<file path="src/verilog/mcehf_pkg.sv">
// Constants and types for the concatenation and extended header framer
//
// Contract
// - Concat header: type 11, param 11100, no extension
// - Nonzero frame_count equals enclosed frame count
// - byte_count_field sums all enclosed frame lengths
// - Concatenation never sent downstream
// - One concat header per burst, never nested
// - Frames follow back to back, found by length
// - Accept mixed frames, forward each as single
// - Extension present: header_param_byte is ext_header_len
// - Extended header spans 1 to 240 bytes
// - Timing, request, concat headers carry no extension
// - Enclosed frames may carry own extended header
// - byte_count_field counts extension plus payload
// - Element: type, length byte, then 0-15 value bytes
// - Unknown elements skipped using element_len
// - Reserved and escape types ignored, not errors
// - Null element has zero length, may repeat
// - Types 1 and 2: request and acknowledge
// - Types 3 and 4: privacy elements
// - Types 5 and 6: suppression bytes
// - Types 10-14 stay attached when forwarded
// - Type 15 escape carries own type and length
`default_nettype none
package mcehf_pkg;
  // ----------------------------------------
  // Frame control layout
  // ----------------------------------------
  localparam int FRAME_CONTROL_TYPE_MSB = 7;
  localparam int FRAME_CONTROL_TYPE_LSB = 6;
  localparam int FC_PARAM_MSB = 5;
  localparam int FC_PARAM_LSB = 1;
  localparam int FC_EXT_HEADER_BIT = 0;
  localparam logic [1:0] FRAME_CONTROL_TYPE_MAC_SPEC = 2'h3;
  localparam logic [4:0] FC_PARAM_TIMING = 5'h00;
  localparam logic [4:0] FC_PARAM_REQUEST = 5'h02;
  localparam logic [4:0] FC_PARAM_CONCAT = 5'h1c;
  localparam int HDR_BASE_BYTES = 6;
  localparam int EXT_HDR_MIN = 1;
  localparam int EXT_HDR_MAX = 240;
  // ----------------------------------------
  // Element layout and types
  // ----------------------------------------
  localparam int ELEM_TYPE_MSB = 7;
  localparam int ELEM_TYPE_LSB = 4;
  localparam int ELEM_LEN_MSB = 3;
  localparam int ELEM_LEN_LSB = 0;
  localparam logic [3:0] ELEM_NULL = 4'h0;
  localparam logic [3:0] ELEM_REQ = 4'h1;
  localparam logic [3:0] ELEM_ACK = 4'h2;
  localparam logic [3:0] ELEM_PHS_DN = 4'h5;
  localparam logic [3:0] ELEM_PHS_UP = 4'h6;
  localparam logic [3:0] ELEM_REQ_LEN = 4'h3;
  localparam logic [3:0] ELEM_ACK_LEN = 4'h2;
  localparam logic [3:0] ELEM_PHS_LEN = 4'h1;
  localparam logic [3:0] ELEM_UGS_LEN = 4'h2;
  // ----------------------------------------
  // Error flag positions
  // ----------------------------------------
  localparam int ERR_DOWNSTREAM = 0;
  localparam int ERR_NESTED = 1;
  localparam int ERR_FORBID_EXT = 2;
  localparam int ERR_EXT_LEN = 3;
  localparam int ERR_LEN = 4;
  localparam int ERR_COUNT = 5;
  localparam int ERR_ELEM = 6;
  localparam int ERR_WIDTH = 8;

  typedef enum logic [3:0] {
    ST_HDR = 4'h1,
    ST_EXT = 4'h2,
    ST_HCS = 4'h4,
    ST_BODY = 4'h8
  } mcehf_state_t;
endpackage
`default_nettype wire

</file>
<file path="src/verilog/mcehf_elem_if.sv">
// Byte feed and decoded results between framer and element parser
`timescale 1ns/100ps
`default_nettype none
interface mcehf_elem_if;
  logic [7:0] elemByte;
  logic elemValid;
  logic elemFirst;
  logic elemLast;
  logic reqValid;
  logic [7:0] reqSlots;
  logic [15:0] reqSid;
  logic ackValid;
  logic [15:0] ackSid;
  logic phsValid;
  logic [7:0] phsIndex;
  logic ugsValid;
  logic [7:0] ugsByte;
  logic elemErr;
  modport src (output elemByte, elemValid, elemFirst, elemLast,
    input reqValid, reqSlots, reqSid, ackValid, ackSid, phsValid, phsIndex, ugsValid, ugsByte, elemErr);
  modport sink (input elemByte, elemValid, elemFirst, elemLast,
    output reqValid, reqSlots, reqSid, ackValid, ackSid, phsValid, phsIndex, ugsValid, ugsByte, elemErr);
endinterface
`default_nettype wire

</file>
<file path="src/verilog/mcehf_elem_parser.sv">
// Walks extended header elements and decodes the known ones
`timescale 1ns/100ps
`default_nettype none
module mcehf_elem_parser (
  input wire logic sys_clk,
  input wire logic rst_n,
  mcehf_elem_if.sink eif
);
  import mcehf_pkg::*;

  logic hdrPend_q;
  logic [3:0] typ_q;
  logic [3:0] len_q;
  logic [3:0] left_q;
  logic [1:0] idx_q;
  logic [7:0] val_q [0:1];
  logic [3:0] bTyp;
  logic [3:0] bLen;
  logic hdrByte;
  logic valByte;
  logic lastVal;

  assign bTyp = eif.elemByte[ELEM_TYPE_MSB:ELEM_TYPE_LSB];
  assign bLen = eif.elemByte[ELEM_LEN_MSB:ELEM_LEN_LSB];
  assign hdrByte = eif.elemValid && (eif.elemFirst || hdrPend_q);
  assign valByte = eif.elemValid && !eif.elemFirst && !hdrPend_q;
  assign lastVal = valByte && (left_q == 4'h1);

  // ----------------------------------------
  // Element walk
  // ----------------------------------------
  always_ff @(posedge sys_clk or negedge rst_n)
  begin
    if (!rst_n)
    begin
      hdrPend_q <= 1'b1;
      typ_q <= 4'h0;
      len_q <= 4'h0;
      left_q <= 4'h0;
      idx_q <= 2'h0;
      val_q[0] <= 8'h00;
      val_q[1] <= 8'h00;
    end
    else if (hdrByte)
    begin
      typ_q <= bTyp;
      len_q <= bLen;
      left_q <= bLen;
      idx_q <= 2'h0;
      hdrPend_q <= (bLen == 4'h0);
    end
    else if (valByte)
    begin
      // Unknown, reserved and escape values are stepped over by count
      if (idx_q != 2'h2)
      begin
        val_q[idx_q[0]] <= eif.elemByte;
        idx_q <= idx_q + 2'h1;
      end
      left_q <= left_q - 4'h1;
      hdrPend_q <= (left_q == 4'h1);
    end
  end

  // ----------------------------------------
  // Decoded results, one-cycle pulses
  // ----------------------------------------
  always_ff @(posedge sys_clk or negedge rst_n)
  begin
    if (!rst_n)
    begin
      eif.reqValid <= 1'b0;
      eif.reqSlots <= 8'h00;
      eif.reqSid <= 16'h0000;
      eif.ackValid <= 1'b0;
      eif.ackSid <= 16'h0000;
      eif.phsValid <= 1'b0;
      eif.phsIndex <= 8'h00;
      eif.ugsValid <= 1'b0;
      eif.ugsByte <= 8'h00;
      eif.elemErr <= 1'b0;
    end
    else
    begin
      eif.reqValid <= lastVal && typ_q == ELEM_REQ && len_q == ELEM_REQ_LEN;
      eif.ackValid <= lastVal && typ_q == ELEM_ACK && len_q == ELEM_ACK_LEN;
      eif.phsValid <= lastVal && (typ_q == ELEM_PHS_DN || typ_q == ELEM_PHS_UP) &&
        (len_q == ELEM_PHS_LEN || (typ_q == ELEM_PHS_UP && len_q == ELEM_UGS_LEN));
      eif.ugsValid <= lastVal && typ_q == ELEM_PHS_UP && len_q == ELEM_UGS_LEN;
      eif.elemErr <= (hdrByte && ((bTyp == ELEM_NULL && bLen != 4'h0) ||
        (eif.elemLast && bLen != 4'h0))) || (valByte && eif.elemLast && left_q != 4'h1);
      if (lastVal)
      begin
        if (typ_q == ELEM_REQ)
        begin
          eif.reqSlots <= val_q[0];
          eif.reqSid <= {val_q[1], eif.elemByte};
        end
        if (typ_q == ELEM_ACK)
          eif.ackSid <= {val_q[0], eif.elemByte};
        // Held suppression values change only on suppression elements
        if (typ_q == ELEM_PHS_DN || typ_q == ELEM_PHS_UP)
        begin
          if (len_q == ELEM_PHS_LEN)
            eif.phsIndex <= eif.elemByte;
          else
          begin
            eif.phsIndex <= val_q[0];
            eif.ugsByte <= eif.elemByte;
          end
        end
      end
    end
  end

  // ----------------------------------------
  // Checks
  // ----------------------------------------
  property p_req_source;
    @(posedge sys_clk) disable iff (!rst_n)
    eif.reqValid |-> typ_q == ELEM_REQ && len_q == ELEM_REQ_LEN && $past(left_q) == 4'h1;
  endproperty
  a_req_source: assert property (p_req_source) else $error("request without full type 1 element");

  property p_null_len;
    @(posedge sys_clk) disable iff (!rst_n)
    hdrByte && bTyp == ELEM_NULL && bLen != 4'h0 |=> eif.elemErr;
  endproperty
  a_null_len: assert property (p_null_len) else $error("null element with length not flagged");

  property p_skip_len;
    @(posedge sys_clk) disable iff (!rst_n)
    hdrByte && bLen != 4'h0 |=> !hdrPend_q && left_q == $past(bLen) && typ_q == $past(bTyp);
  endproperty
  a_skip_len: assert property (p_skip_len) else $error("element length not taken for skip");
endmodule
`default_nettype wire

</file>
<file path="src/verilog/mcehf_rx_framer.sv">
// Upstream burst receiver: splits concatenations and checks MAC headers
`timescale 1ns/100ps
`default_nettype none
module mcehf_rx_framer #(
  parameter int MAX_EXT_HDR = mcehf_pkg::EXT_HDR_MAX
) (
  input wire logic sys_clk,
  input wire logic rst_n,
  input wire logic [7:0] rxByte,
  input wire logic rxValid,
  input wire logic burstStart,
  input wire logic dirDownstream,
  output logic [7:0] outByte,
  output logic outValid,
  output logic outFrameStart,
  output logic outFrameEnd,
  output logic burstDone,
  output logic [7:0] framesSeen,
  output logic [mcehf_pkg::ERR_WIDTH-1:0] errFlags,
  output logic reqValid,
  output logic [7:0] reqSlots,
  output logic [15:0] reqSid,
  output logic ackValid,
  output logic [15:0] ackSid,
  output logic phsValid,
  output logic [7:0] phsIndex,
  output logic ugsValid,
  output logic [7:0] ugsByte
);
  import mcehf_pkg::*;

  if (MAX_EXT_HDR < EXT_HDR_MIN || MAX_EXT_HDR > 255)
  begin : g_chk
    $error("MAX_EXT_HDR must be 1 to 255");
  end

  localparam logic [7:0] MAX_EXT8 = MAX_EXT_HDR[7:0];

  // ----------------------------------------
  // Header decode helpers
  // ----------------------------------------
  function automatic logic isConcatFc(input logic [7:0] fc);
    return fc[FRAME_CONTROL_TYPE_MSB:FRAME_CONTROL_TYPE_LSB] == FRAME_CONTROL_TYPE_MAC_SPEC &&
      fc[FC_PARAM_MSB:FC_PARAM_LSB] == FC_PARAM_CONCAT &&
      !fc[FC_EXT_HEADER_BIT];
  endfunction

  function automatic logic noExtKind(input logic [7:0] fc);
    logic [4:0] p;
    p = fc[FC_PARAM_MSB:FC_PARAM_LSB];
    return fc[FRAME_CONTROL_TYPE_MSB:FRAME_CONTROL_TYPE_LSB] == FRAME_CONTROL_TYPE_MAC_SPEC &&
      (p == FC_PARAM_TIMING || p == FC_PARAM_REQUEST || p == FC_PARAM_CONCAT);
  endfunction

  function automatic logic [15:0] bodyLen(input logic [7:0] fc, input logic [7:0] parm,
    input logic [15:0] len);
    logic [15:0] b;
    b = len;
    if (noExtKind(fc) && fc[FC_PARAM_MSB:FC_PARAM_LSB] != FC_PARAM_TIMING)
      b = 16'h0000;
    else if (fc[FC_EXT_HEADER_BIT])
      b = (len < {8'h00, parm}) ? 16'h0000 : len - {8'h00, parm};
    return b;
  endfunction

  mcehf_state_t state_q;
  mcehf_state_t effState;
  logic [1:0] hdrIdx_q;
  logic [1:0] effIdx;
  logic hcsIdx_q;
  logic [7:0] fc_q;
  logic [7:0] parm_q;
  logic [15:0] len_q;
  logic [15:0] fullLen;
  logic [7:0] extLeft_q;
  logic [15:0] bodyLeft_q;
  logic concatHdr_q;
  logic inConcat_q;
  logic [15:0] concatLeft_q;
  logic [7:0] concatCnt_q;
  logic [7:0] framesSeen_q;
  logic [7:0] framesNext;
  logic burstDone_q;
  logic [ERR_WIDTH-1:0] errFlags_q;
  logic [ERR_WIDTH-1:0] errSet;
  logic hdr0;
  logic hdr3;
  logic newConcat;
  logic curConcatHdr;
  logic frameEnd;
  logic concatEnd;
  logic concatHdrEnd;
  logic badExtLen;
  logic [7:0] outByte_q;
  logic outValid_q;
  logic outFrameStart_q;
  logic outFrameEnd_q;

  mcehf_elem_if eif ();

  // A burst start aborts any frame in progress and reads a fresh header
  assign effState = burstStart ? ST_HDR : state_q;
  assign effIdx = burstStart ? 2'h0 : hdrIdx_q;
  assign hdr0 = rxValid && effState == ST_HDR && effIdx == 2'h0;
  assign hdr3 = rxValid && effState == ST_HDR && effIdx == 2'h3;
  assign fullLen = {len_q[15:8], rxByte};
  assign newConcat = hdr0 && burstStart && isConcatFc(rxByte);
  assign curConcatHdr = hdr0 ? newConcat : concatHdr_q;
  assign frameEnd = rxValid && ((effState == ST_HCS && hcsIdx_q && bodyLeft_q == 16'h0000) ||
    (effState == ST_BODY && bodyLeft_q == 16'h0001));
  assign concatHdrEnd = frameEnd && concatHdr_q;
  assign concatEnd = rxValid && !burstStart && inConcat_q && concatLeft_q == 16'h0001;
  assign framesNext = framesSeen_q + ((frameEnd && inConcat_q) ? 8'h01 : 8'h00);
  assign badExtLen = fc_q[FC_EXT_HEADER_BIT] && (parm_q < 8'(EXT_HDR_MIN) || parm_q > MAX_EXT8);

  // ----------------------------------------
  // Header and body walk
  // ----------------------------------------
  always_ff @(posedge sys_clk or negedge rst_n)
  begin
    if (!rst_n)
    begin
      state_q <= ST_HDR;
      hdrIdx_q <= 2'h0;
      hcsIdx_q <= 1'b0;
      fc_q <= 8'h00;
      parm_q <= 8'h00;
      len_q <= 16'h0000;
      extLeft_q <= 8'h00;
      bodyLeft_q <= 16'h0000;
      concatHdr_q <= 1'b0;
    end
    else if (rxValid)
    begin
      case (effState)
        ST_HDR:
        begin
          hdrIdx_q <= effIdx + 2'h1;
          hcsIdx_q <= 1'b0;
          case (effIdx)
            2'h0:
            begin
              fc_q <= rxByte;
              concatHdr_q <= newConcat;
            end
            2'h1: parm_q <= rxByte;
            2'h2: len_q[15:8] <= rxByte;
            default:
            begin
              len_q[7:0] <= rxByte;
              extLeft_q <= parm_q;
              bodyLeft_q <= bodyLen(fc_q, parm_q, fullLen);
              // Enclosed frames may carry their own extension
              if (fc_q[FC_EXT_HEADER_BIT] && !noExtKind(fc_q) && !badExtLen)
                state_q <= ST_EXT;
              else
                state_q <= ST_HCS;
            end
          endcase
        end
        ST_EXT:
        begin
          extLeft_q <= extLeft_q - 8'h01;
          if (extLeft_q == 8'h01)
            state_q <= ST_HCS;
        end
        ST_HCS:
        begin
          hcsIdx_q <= 1'b1;
          if (hcsIdx_q)
            state_q <= (bodyLeft_q == 16'h0000) ? ST_HDR : ST_BODY;
        end
        ST_BODY:
        begin
          bodyLeft_q <= bodyLeft_q - 16'h0001;
          if (bodyLeft_q == 16'h0001)
            state_q <= ST_HDR;
        end
        default: state_q <= ST_HDR;
      endcase
    end
  end

  // ----------------------------------------
  // Concatenation tracking
  // ----------------------------------------
  always_ff @(posedge sys_clk or negedge rst_n)
  begin
    if (!rst_n)
    begin
      inConcat_q <= 1'b0;
      concatLeft_q <= 16'h0000;
      concatCnt_q <= 8'h00;
      framesSeen_q <= 8'h00;
      burstDone_q <= 1'b0;
    end
    else
    begin
      burstDone_q <= concatEnd;
      if (rxValid && burstStart)
      begin
        inConcat_q <= 1'b0;
        framesSeen_q <= 8'h00;
      end
      else if (concatHdrEnd)
      begin
        inConcat_q <= len_q != 16'h0000;
        concatLeft_q <= len_q;
        concatCnt_q <= parm_q;
        framesSeen_q <= 8'h00;
      end
      else if (rxValid && inConcat_q)
      begin
        concatLeft_q <= concatLeft_q - 16'h0001;
        framesSeen_q <= framesNext;
        if (concatLeft_q == 16'h0001)
          inConcat_q <= 1'b0;
      end
    end
  end

  // ----------------------------------------
  // Error flags, sticky for one burst
  // ----------------------------------------
  always_comb
  begin
    errSet = '0;
    errSet[ERR_DOWNSTREAM] = newConcat && dirDownstream;
    errSet[ERR_NESTED] = hdr0 && !burstStart && isConcatFc(rxByte);
    errSet[ERR_FORBID_EXT] = hdr3 && noExtKind(fc_q) && fc_q[FC_EXT_HEADER_BIT];
    errSet[ERR_EXT_LEN] = hdr3 && !noExtKind(fc_q) && badExtLen;
    errSet[ERR_LEN] = (hdr3 && fc_q[FC_EXT_HEADER_BIT] && !noExtKind(fc_q) && fullLen < {8'h00, parm_q}) ||
      (concatEnd && !frameEnd) || (concatHdrEnd && len_q == 16'h0000);
    errSet[ERR_COUNT] = concatEnd && concatCnt_q != 8'h00 && concatCnt_q != framesNext;
    errSet[ERR_ELEM] = eif.elemErr;
  end

  // New events win over the clear done at burst start
  always_ff @(posedge sys_clk or negedge rst_n)
  begin
    if (!rst_n)
      errFlags_q <= '0;
    else
      errFlags_q <= ((rxValid && burstStart) ? '0 : errFlags_q) | errSet;
  end

  // ----------------------------------------
  // Frame forwarding
  // ----------------------------------------
  always_ff @(posedge sys_clk or negedge rst_n)
  begin
    if (!rst_n)
    begin
      outByte_q <= 8'h00;
      outValid_q <= 1'b0;
      outFrameStart_q <= 1'b0;
      outFrameEnd_q <= 1'b0;
    end
    else
    begin
      // Every frame leaves whole, extension elements included
      outValid_q <= rxValid && !curConcatHdr;
      outByte_q <= rxByte;
      outFrameStart_q <= hdr0 && !curConcatHdr;
      outFrameEnd_q <= frameEnd && !curConcatHdr;
    end
  end

  // ----------------------------------------
  // Extended header element parser
  // ----------------------------------------
  assign eif.elemByte = rxByte;
  assign eif.elemValid = rxValid && effState == ST_EXT;
  assign eif.elemFirst = extLeft_q == parm_q;
  assign eif.elemLast = extLeft_q == 8'h01;

  mcehf_elem_parser u_elem (
    .sys_clk (sys_clk),
    .rst_n (rst_n),
    .eif (eif.sink)
  );

  assign outByte = outByte_q;
  assign outValid = outValid_q;
  assign outFrameStart = outFrameStart_q;
  assign outFrameEnd = outFrameEnd_q;
  assign burstDone = burstDone_q;
  assign framesSeen = framesSeen_q;
  assign errFlags = errFlags_q;
  assign reqValid = eif.reqValid;
  assign reqSlots = eif.reqSlots;
  assign reqSid = eif.reqSid;
  assign ackValid = eif.ackValid;
  assign ackSid = eif.ackSid;
  assign phsValid = eif.phsValid;
  assign phsIndex = eif.phsIndex;
  assign ugsValid = eif.ugsValid;
  assign ugsByte = eif.ugsByte;

  // ----------------------------------------
  // Checks
  // ----------------------------------------
  property p_down_concat;
    @(posedge sys_clk) disable iff (!rst_n)
    rxValid && burstStart && isConcatFc(rxByte) && dirDownstream |=> errFlags_q[ERR_DOWNSTREAM];
  endproperty
  a_down_concat: assert property (p_down_concat) else $error("downstream concatenation not flagged");

  property p_concat_hidden;
    @(posedge sys_clk) disable iff (!rst_n)
    newConcat |=> !outValid_q ##1 (!outValid_q || !rxValid)[*1];
  endproperty
  a_concat_hidden: assert property (p_concat_hidden) else $error("concatenation header forwarded");

  property p_frame_fwd;
    @(posedge sys_clk) disable iff (!rst_n)
    hdr0 && !isConcatFc(rxByte) |=> outValid_q && outFrameStart_q && outByte_q == $past(rxByte);
  endproperty
  a_frame_fwd: assert property (p_frame_fwd) else $error("frame start not forwarded");

  property p_nested;
    @(posedge sys_clk) disable iff (!rst_n)
    hdr0 && !burstStart && isConcatFc(rxByte) |=> errFlags_q[ERR_NESTED] && !concatHdr_q;
  endproperty
  a_nested: assert property (p_nested) else $error("second concatenation not flagged");

  property p_forbid_ext;
    @(posedge sys_clk) disable iff (!rst_n)
    hdr3 && noExtKind(fc_q) && fc_q[FC_EXT_HEADER_BIT] |=> errFlags_q[ERR_FORBID_EXT] && state_q == ST_HCS;
  endproperty
  a_forbid_ext: assert property (p_forbid_ext) else $error("forbidden extension not flagged");

  property p_ext_len;
    @(posedge sys_clk) disable iff (!rst_n)
    hdr3 && !noExtKind(fc_q) && fc_q[FC_EXT_HEADER_BIT] && parm_q > MAX_EXT8 |=> errFlags_q[ERR_EXT_LEN];
  endproperty
  a_ext_len: assert property (p_ext_len) else $error("oversize extension not flagged");

  property p_count;
    @(posedge sys_clk) disable iff (!rst_n)
    burstDone_q && concatCnt_q != 8'h00 && concatCnt_q != framesSeen_q |-> errFlags_q[ERR_COUNT];
  endproperty
  a_count: assert property (p_count) else $error("frame count mismatch not flagged");

  property p_concat_span;
    @(posedge sys_clk) disable iff (!rst_n)
    concatHdrEnd && len_q != 16'h0000 |=> inConcat_q && concatLeft_q == $past(len_q);
  endproperty
  a_concat_span: assert property (p_concat_span) else $error("concatenation span not loaded");
endmodule
`default_nettype wire
</file>
<file path="config.mk">
export PLATFORM = sky130hd
export DESIGN_NAME = mcehf_rx_framer
export DESIGN_NICKNAME = d
export VERILOG_FILES = /design/src/verilog/mcehf_pkg.sv /design/src/verilog/mcehf_elem_if.sv /design/src/verilog/mcehf_elem_parser.sv /design/src/verilog/mcehf_rx_framer.sv
export SDC_FILE = /design/constraint.sdc
export NUM_CORES = 1
export LEC_CHECK = 0
export ABC_AREA = 0
export ABC_CLOCK_PERIOD_IN_PS = 7000
export BUFFER_PORTS_ARGS = -buffer_cell sky130_fd_sc_hd__buf_2
export CAP_MARGIN = 15
export CELL_PAD_IN_SITES_DETAIL_PLACEMENT = 1
export CELL_PAD_IN_SITES_GLOBAL_PLACEMENT = 1
export CORE_MARGIN = 2
export CORE_UTILIZATION = 51
export CTS_CLUSTER_DIAMETER = 60
export DETAILED_ROUTE_END_ITERATION = 8
export GPL_ROUTABILITY_DRIVEN = 0
export PLACE_DENSITY = 0.9
export SYNTH_ARGS = -nofsm -noshare
export SYNTH_HDL_FRONTEND = slang
export SYNTH_HIERARCHICAL = 1
export SYNTH_SLANG_ARGS = --single-unit
</file>
<file path="constraint.sdc">
create_clock -name sys_clk -period 7 [get_ports sys_clk]
set_input_delay 2.1 -clock sys_clk [delete_from_list [all_inputs] [get_ports sys_clk]]
set_output_delay 2.1 -clock sys_clk [all_outputs]
set_load 0.05 [all_outputs]
</file>
======== Word level (Yosys, flattened, before mapping) ========
Cells that the tools add are included.
word-level totals
  register bits after elaboration ......... 209
  bits in latches ......................... 0
  bits in writable memories ............... 0
  ROM bits ................................ 0
  input port bits ......................... 13
  output and inout bits ................... 88
  word-level logic and storage cells ...... 243
  memories ................................ 0
operators by class
  add/subtract/negate cells ............... 8
  $mul .................................... 0
  divide/modulo/power cells ............... 0
  order comparisons ....................... 5
  equality and inequality tests ........... 31
  shift operators ......................... 0
  mux-type cells .......................... 40
  bitwise logic cells ..................... 6
  reductions and logical operators ........ 116
operator list
  cell                                                                     count
  16-bit two-way mux                                                       6
  1-bit logical AND                                                        60
  8-bit two-way mux                                                        7
  16-bit by 1-bit equality test with 1-bit output (second input constant)  2
  16-bit zero test                                                         2
  4-bit two-way mux                                                        8
  16-bit one-hot mux with 2 select lines                                   1
  16-bit by 1-bit subtractor with 16-bit output (second input constant)    2
  3-bit AND reduction                                                      8
  2-bit AND reduction                                                      9
  16-bit bitwise mux                                                       1
  4-bit by 1-bit equality test with 1-bit output (second input constant)   4
  4-bit by 2-bit equality test with 1-bit output (second input constant)   4
  16-bit by 8-bit less-than comparator with 1-bit output                   1
  4-bit one-hot mux with 4 select lines                                    1
  8-bit one-hot mux with 2 select lines                                    1
  16-bit nonzero test                                                      1
  16-bit by 8-bit subtractor with 16-bit output                            1
  4-bit by 3-bit equality test with 1-bit output (second input constant)   3
  2-bit nonzero test                                                       6
  1-bit logical OR                                                         11
  5-bit equality test (second input constant)                              2
  8-bit by 1-bit adder with 8-bit output                                   1
  8-bit demux with 1-bit select                                            1
  other kinds (34)                                                         63

======== Logic depth before layout (Yosys ltp) ========
  word-level depth ........................ 12
  gate-level depth with buffers ........... 13
  mapped depth without buffers ............ 13

======== Modules after synthesis ========
The synthesis kept the hierarchy.
modules (own cells, without submodules)
  module             times used  cells an instance  area an instance (um^2)  sequential area each (um^2)
  mcehf_rx_framer    1           721                6618.8                   2904.0
  mcehf_elem_parser  1           264                3822.4                   2303.5

======== Least setup slack after synthesis ========
No wires, ideal clock.
  path kind ............................... input -> register
  start point ............................. input burstStart
  end point ............................... register errFlags_q[5], in the netlist errFlags[5]
  library setup time ...................... 149 ps
  data arrival time ....................... 4413 ps
  required time ........................... 6851 ps
  path slack .............................. 2437 ps
  stages on the path ...................... 11
  buffers on the path ..................... 0
  path through ............................ nor4_1 > nand4_1 > a211oi_2 > nor2b_1 > ha_1 > nand2_1 > or4b_2 > o21ai_0 > o21ai_0 > o21ai_0 > a41oi_1
on the way
  longest elaborated chain between the ends .. 12
  elaborated cells between the ends (all ways) .. 21
  those cells by class .................... add/sub (1); eq/ne (3); mux (3); bitwise (1); reduce/logical (13)
RTL lines
  item                                            RTL line                source
  from (decl)                                     mcehf_rx_framer.sv:11   input wire logic burstStart,
  4-bit two-way mux                               mcehf_rx_framer.sv:102  assign effState = burstStart ? ST_HDR : state_q;
  4-bit by 3-bit equality test with 1-bit output  mcehf_rx_framer.sv:109  assign frameEnd = rxValid && ((effState == ST_HCS && hcsIdx_q && bodyLeft_q == 16'h0000) ||
  1-bit logical AND (2 in series)                 mcehf_rx_framer.sv:109
  1-bit logical OR                                mcehf_rx_framer.sv:109
  1-bit logical AND                               mcehf_rx_framer.sv:109
  1-bit logical AND                               mcehf_rx_framer.sv:113  assign framesNext = framesSeen_q + ((frameEnd && inConcat_q) ? 8'h01 : 8'h00);
  1-bit two-way mux                               mcehf_rx_framer.sv:113
  8-bit by 1-bit adder with 8-bit output          mcehf_rx_framer.sv:113
  8-bit inequality test                           mcehf_rx_framer.sv:234  errSet[ERR_COUNT] = concatEnd && concatCnt_q != 8'h00 && concatCnt_q != framesNext;
  1-bit logical AND                               mcehf_rx_framer.sv:234
  8-bit by 7-bit OR with 8-bit output (*)         mcehf_rx_framer.sv:244  errFlags_q <= ((rxValid && burstStart) ? '0 : errFlags_q) | errSet;
  to (signal assigned)                            mcehf_rx_framer.sv:244
  to (decl)                                       mcehf_rx_framer.sv:84   logic [ERR_WIDTH-1:0] errFlags_q;
Mark *: on every way between the ends. The rest lies on a longest branch, timed or not.
A chain may end at the register's enable or synchronous reset.

======== Worst setup path after layout ========
  start point ............................. input burstStart
  end point ............................... register u_elem.eif.ackSid[1]
on the way
  longest elaborated chain between the ends .. 7
RTL lines
  item                                            RTL line                  source
  4-bit two-way mux                               mcehf_rx_framer.sv:102
  4-bit by 2-bit equality test with 1-bit output  mcehf_rx_framer.sv:273    assign eif.elemValid = rxValid && effState == ST_EXT;
  1-bit logical AND                               mcehf_rx_framer.sv:273
  via eif.elemValid                               mcehf_elem_if.sv:6        logic elemValid;
  1-bit logical AND (2 in series)                 mcehf_elem_parser.sv:26   assign valByte = eif.elemValid && !eif.elemFirst && !hdrPend_q;
  1-bit logical AND                               mcehf_elem_parser.sv:27   assign lastVal = valByte && (left_q == 4'h1);
  2-bit AND reduction (no line)                   --
  to (signal assigned)                            mcehf_elem_parser.sv:100  eif.ackSid <= {val_q[0], eif.elemByte};
  to (decl)                                       mcehf_elem_if.sv:22       output reqValid, reqSlots, reqSid, ackValid, ackSid, phsValid, phsIndex, ugsValid, ugsByte, elemErr);
The timed path passes the listed nets, and every way through them passes these cells.

==> reports/qor.txt <==
Setup repair bufs after CTS -> 0
Post-Syn Instances -> 985
Main synth FF type -> dfrtp_1
Critical Path RT -> 7.39 ns
Clk_lat worst skew -> 0.51 ns
Port bufs -> 99
Max clock buf depth -> 3
Synth Warn # -> 6
DR WL met2 -> 15,900 um
Critical Path Fanout Max -> 22
Crit. End Element -> flip-flop
Clock root buffer -> clkbuf_16
Hold slack -> 0.433 ns
Slowest CP cell -> or4_1
TritonRoute pass-1 iters -> 5
Via-per-instance ratio -> 6.14
Register area share after synthesis -> 49.9%
Die area -> 21,600 sq um
DP Wirelength -> 20,900 um
VDD IR max -> 0.000269 V
Max layer used -> met4
WL final -> 31,700 um
Worst-margin pin slew -> 1.00 ns
Max-slew violations -> 0
Yosys cell types -> 70
GR Util All Layers -> 29.5%
Core ar. -> 20,200 sq um
Fin crit share -> 72.3%
Initial antenna violation count -> 0
Resized Gates After CTS -> 0
# IOs -> 101
Avg Synthesized Cell Area -> 10.6 sq um
P_leak -> 5.71 nW
Crit path time final -> 5.06 ns
Slew HR -> 32.6%
Diodes inserted -> 0
Setup TNS -> 0 ns
PwrDens -> 325 nW/um^2
Final worst slack -> 1.94 ns
DRT iter0 DRCs -> 539
Hold WC Path Type -> reg -> reg
Post-synth design cell area -> 10,400 sq um
Setup CP Type -> in -> reg
CTS tree -> built
Outcome -> completed
Largest net degree at the start of global routing -> 120
Met3 WL -> 1730 um
Die H -> 147 um
Slowest stage delay, CP -> 0.97 ns
Metal1 wirelength -> 12,900 um
H-tree lvl count -> 1
Initial Util -> 51.8%
Cell Chain, Critical Path -> buf_2 > nor3_1 > nand3b_1 > buf_4 > nor2_1 > buf_4 > nor3b_2 > nand2_1 > or4_1 > mux2_1
Remaining routing DRC violations -> 0
Final setup viols -> 0
Ys async rst share -> 100%
Clock Sinks -> 208
Pre-CTS setup slack -> 1.48 ns
Fraction of layout cells with a size suffix above 1 -> 23.0%
Global route total overflow -> 0
Post-CTS Hold Buffers -> 0
Layout area overhead -> 13.7%
TritonCTS Buffers -> 23
Avg WL per Cell -> 23.3 um
Worst-path clk slew -> 0.06 ns
Vias in the first global route -> 8,944
Nets -> 1,116
Syn Nets -> 1,024
RSZ-0062 raised after global routing -> no
CP arrival -> 5.45 ns
Final Hold Fails -> 0
Number of synthesized flops with an enable pin -> 0
Skew final -> 0.0107 ns
Yosys reg bits -> 208
Final antenna-violating net count -> 0
Max Freq -> 0.198 GHz
Rows -> 52
Worst path most repeated cell -> buf_4
Reg-to-reg slack, setup -> 3.00 ns
Global-route wire length before repair -> 50,300 um
Die Wd -> 147 um
Via count -> 8,358
# Max-Cap Violations -> 0
CP Launch Type -> primary input
layout by cell type (no fill, tap or decap), types with 15 or more instances in the layout:
| cell | count |
|---|---|
| buf_2 | 98 |
| o21ai_0 | 89 |
| mux2_2 | 65 |
| nand2_1 | 102 |
| mux2_4 | 29 |
| xor2_1 | 22 |
| nor3_1 | 23 |
| inv_1 | 24 |
| ha_1 | 25 |
| clkbuf_16 | 23 |
| a21oi_1 | 47 |
| nand3_1 | 27 |
| dfrtp_1 | 206 |
| nor4_1 | 16 |
| xnor2_1 | 27 |
| nor2_1 | 63 |
| nand2b_1 | 15 |
synth_stat cells, types with 4 or more instances:
library cell	n	area share [%]
nand4_1	12	0.72
or3_1	8	0.48
nand2_1	102	3.7
buf_6	7	0.75
mux2_2	65	7.0
o21ai_0	89	4.3
nor2_1	63	2.3
nor3_1	23	1.1
mux2i_1	12	1.2
nor4_1	16	0.96
inv_1	24	0.86
a21o_1	6	0.43
nand3b_1	5	0.36
a21oi_1	47	2.3
xnor2_1	27	2.3
nand2b_1	15	0.90
mux2_4	29	4.2
nand4b_1	4	0.34
a22oi_1	5	0.36
o21ai_1	11	0.53
nand3_1	27	1.3
clkbuf_1	28	1.0
and3_1	5	0.30
o21a_1	4	0.29
mux2_1	4	0.43
o211ai_1	9	0.65
xor2_1	22	1.8
nor2b_1	10	0.60
and2_1	6	0.36
ha_1	25	3.0
o221ai_1	4	0.34
dfrtp_1	206	49
cell families after synthesis:
logic type	count (synthesis)	synth area share (%)
buf+inv	67	3.02
flops	208	49.9
xor+xnor	49	4.11
compound gates	205	11.5
simple gates	319	15.5
other cells	1	0.0359
mux	110	12.8
fa+ha+maj	26	3.19
sequential cells by signal, summed over array words and instances (netlist names), 4 cells and up:
signal	cells
bodyLeft_q	16
concatCnt_q	8
concatLeft_q	16
errFlags	7
extLeft_q	8
fc_q	8
framesSeen	8
len_q	16
outByte	8
parm_q	8
state_q	4
u_elem/eif.ackSid	16
u_elem/eif.phsIndex	8
u_elem/eif.reqSid	16
u_elem/eif.reqSlots	8
u_elem/eif.ugsByte	8
u_elem/left_q	4
u_elem/len_q	4
u_elem/typ_q	4
u_elem/val_q	16
where the power goes:
part	switching [mW]	leakage [nW]	internal, mW
clock network	0.484	0.353	0.677
logic	0.623	2.58	0.414
registers	0.267	2.78	1.40
worst max-delay path, delay by kind of cell:
kind / cells / cell delay, ns
muxes: 1 / 0.49
buffers and inverters: 3 / 0.67
and+or+nand+nor: 6 / 2.18
per-stage QoR:
stage | cells | util (%) | total power [mW] | cell area (sq um)
2_1_floorplan | 985 | - | 2.32 | 10400
3_3_place_gp | 1321 | 55.3 | 2.58 | 11100
3_5_place_dp | 1321 | 55.3 | 2.67 | 11100
4_1_cts | 1361 | 58.8 | 3.86 | 11900
5_1_grt | 1362 | 58.9 | 4.05 | 11900
6_report | 1362 | 58.9 | 3.86 | 11900
layer usage:
| layer | GRT usage (%) | up-vias |
|---|---|---|
| met5 | 0 | - |
| met4 | 10.6 | 0 |
| met3 | 5.34 | 76 |
| met2 | 50.8 | 271 |
| met1 | 37.5 | 4321 |
| li1 | - | 3690 |
final timing paths:
check                                        startpoint                                to  cells after the start
max reg2reg                   bodyLeft_q[4]$_DFFE_PN0P_             errFlags[5]$_DFF_PN0_                     11
min reg2reg                u_elem/eif.elemErr$_DFF_PN0_             errFlags[6]$_DFF_PN0_                      1
max in group asynchronous                         rst_n        concatCnt_q[4]$_DFFE_PN0P_                      2
min in group asynchronous                         rst_n             errFlags[3]$_DFF_PN0_                      1
min                        u_elem/eif.elemErr$_DFF_PN0_             errFlags[6]$_DFF_PN0_                      1
max                                          burstStart  u_elem/eif.ackSid[1]$_DFFE_PN0P_                     10
cell type report:
cell class / count / area, sq um
Tap cell: 270 / 338
Timing Repair Buffer: 109 / 589
Sequential cell: 208 / 5210
Inverter: 25 / 93.8
Multi-Input combinational cell: 710 / 4920
Clock inverter: 4 / 22.5
Clock buffer: 36 / 694
Fill cell: 2211 / 8300
No activity file was read; power rests on OpenSTA's default activity.
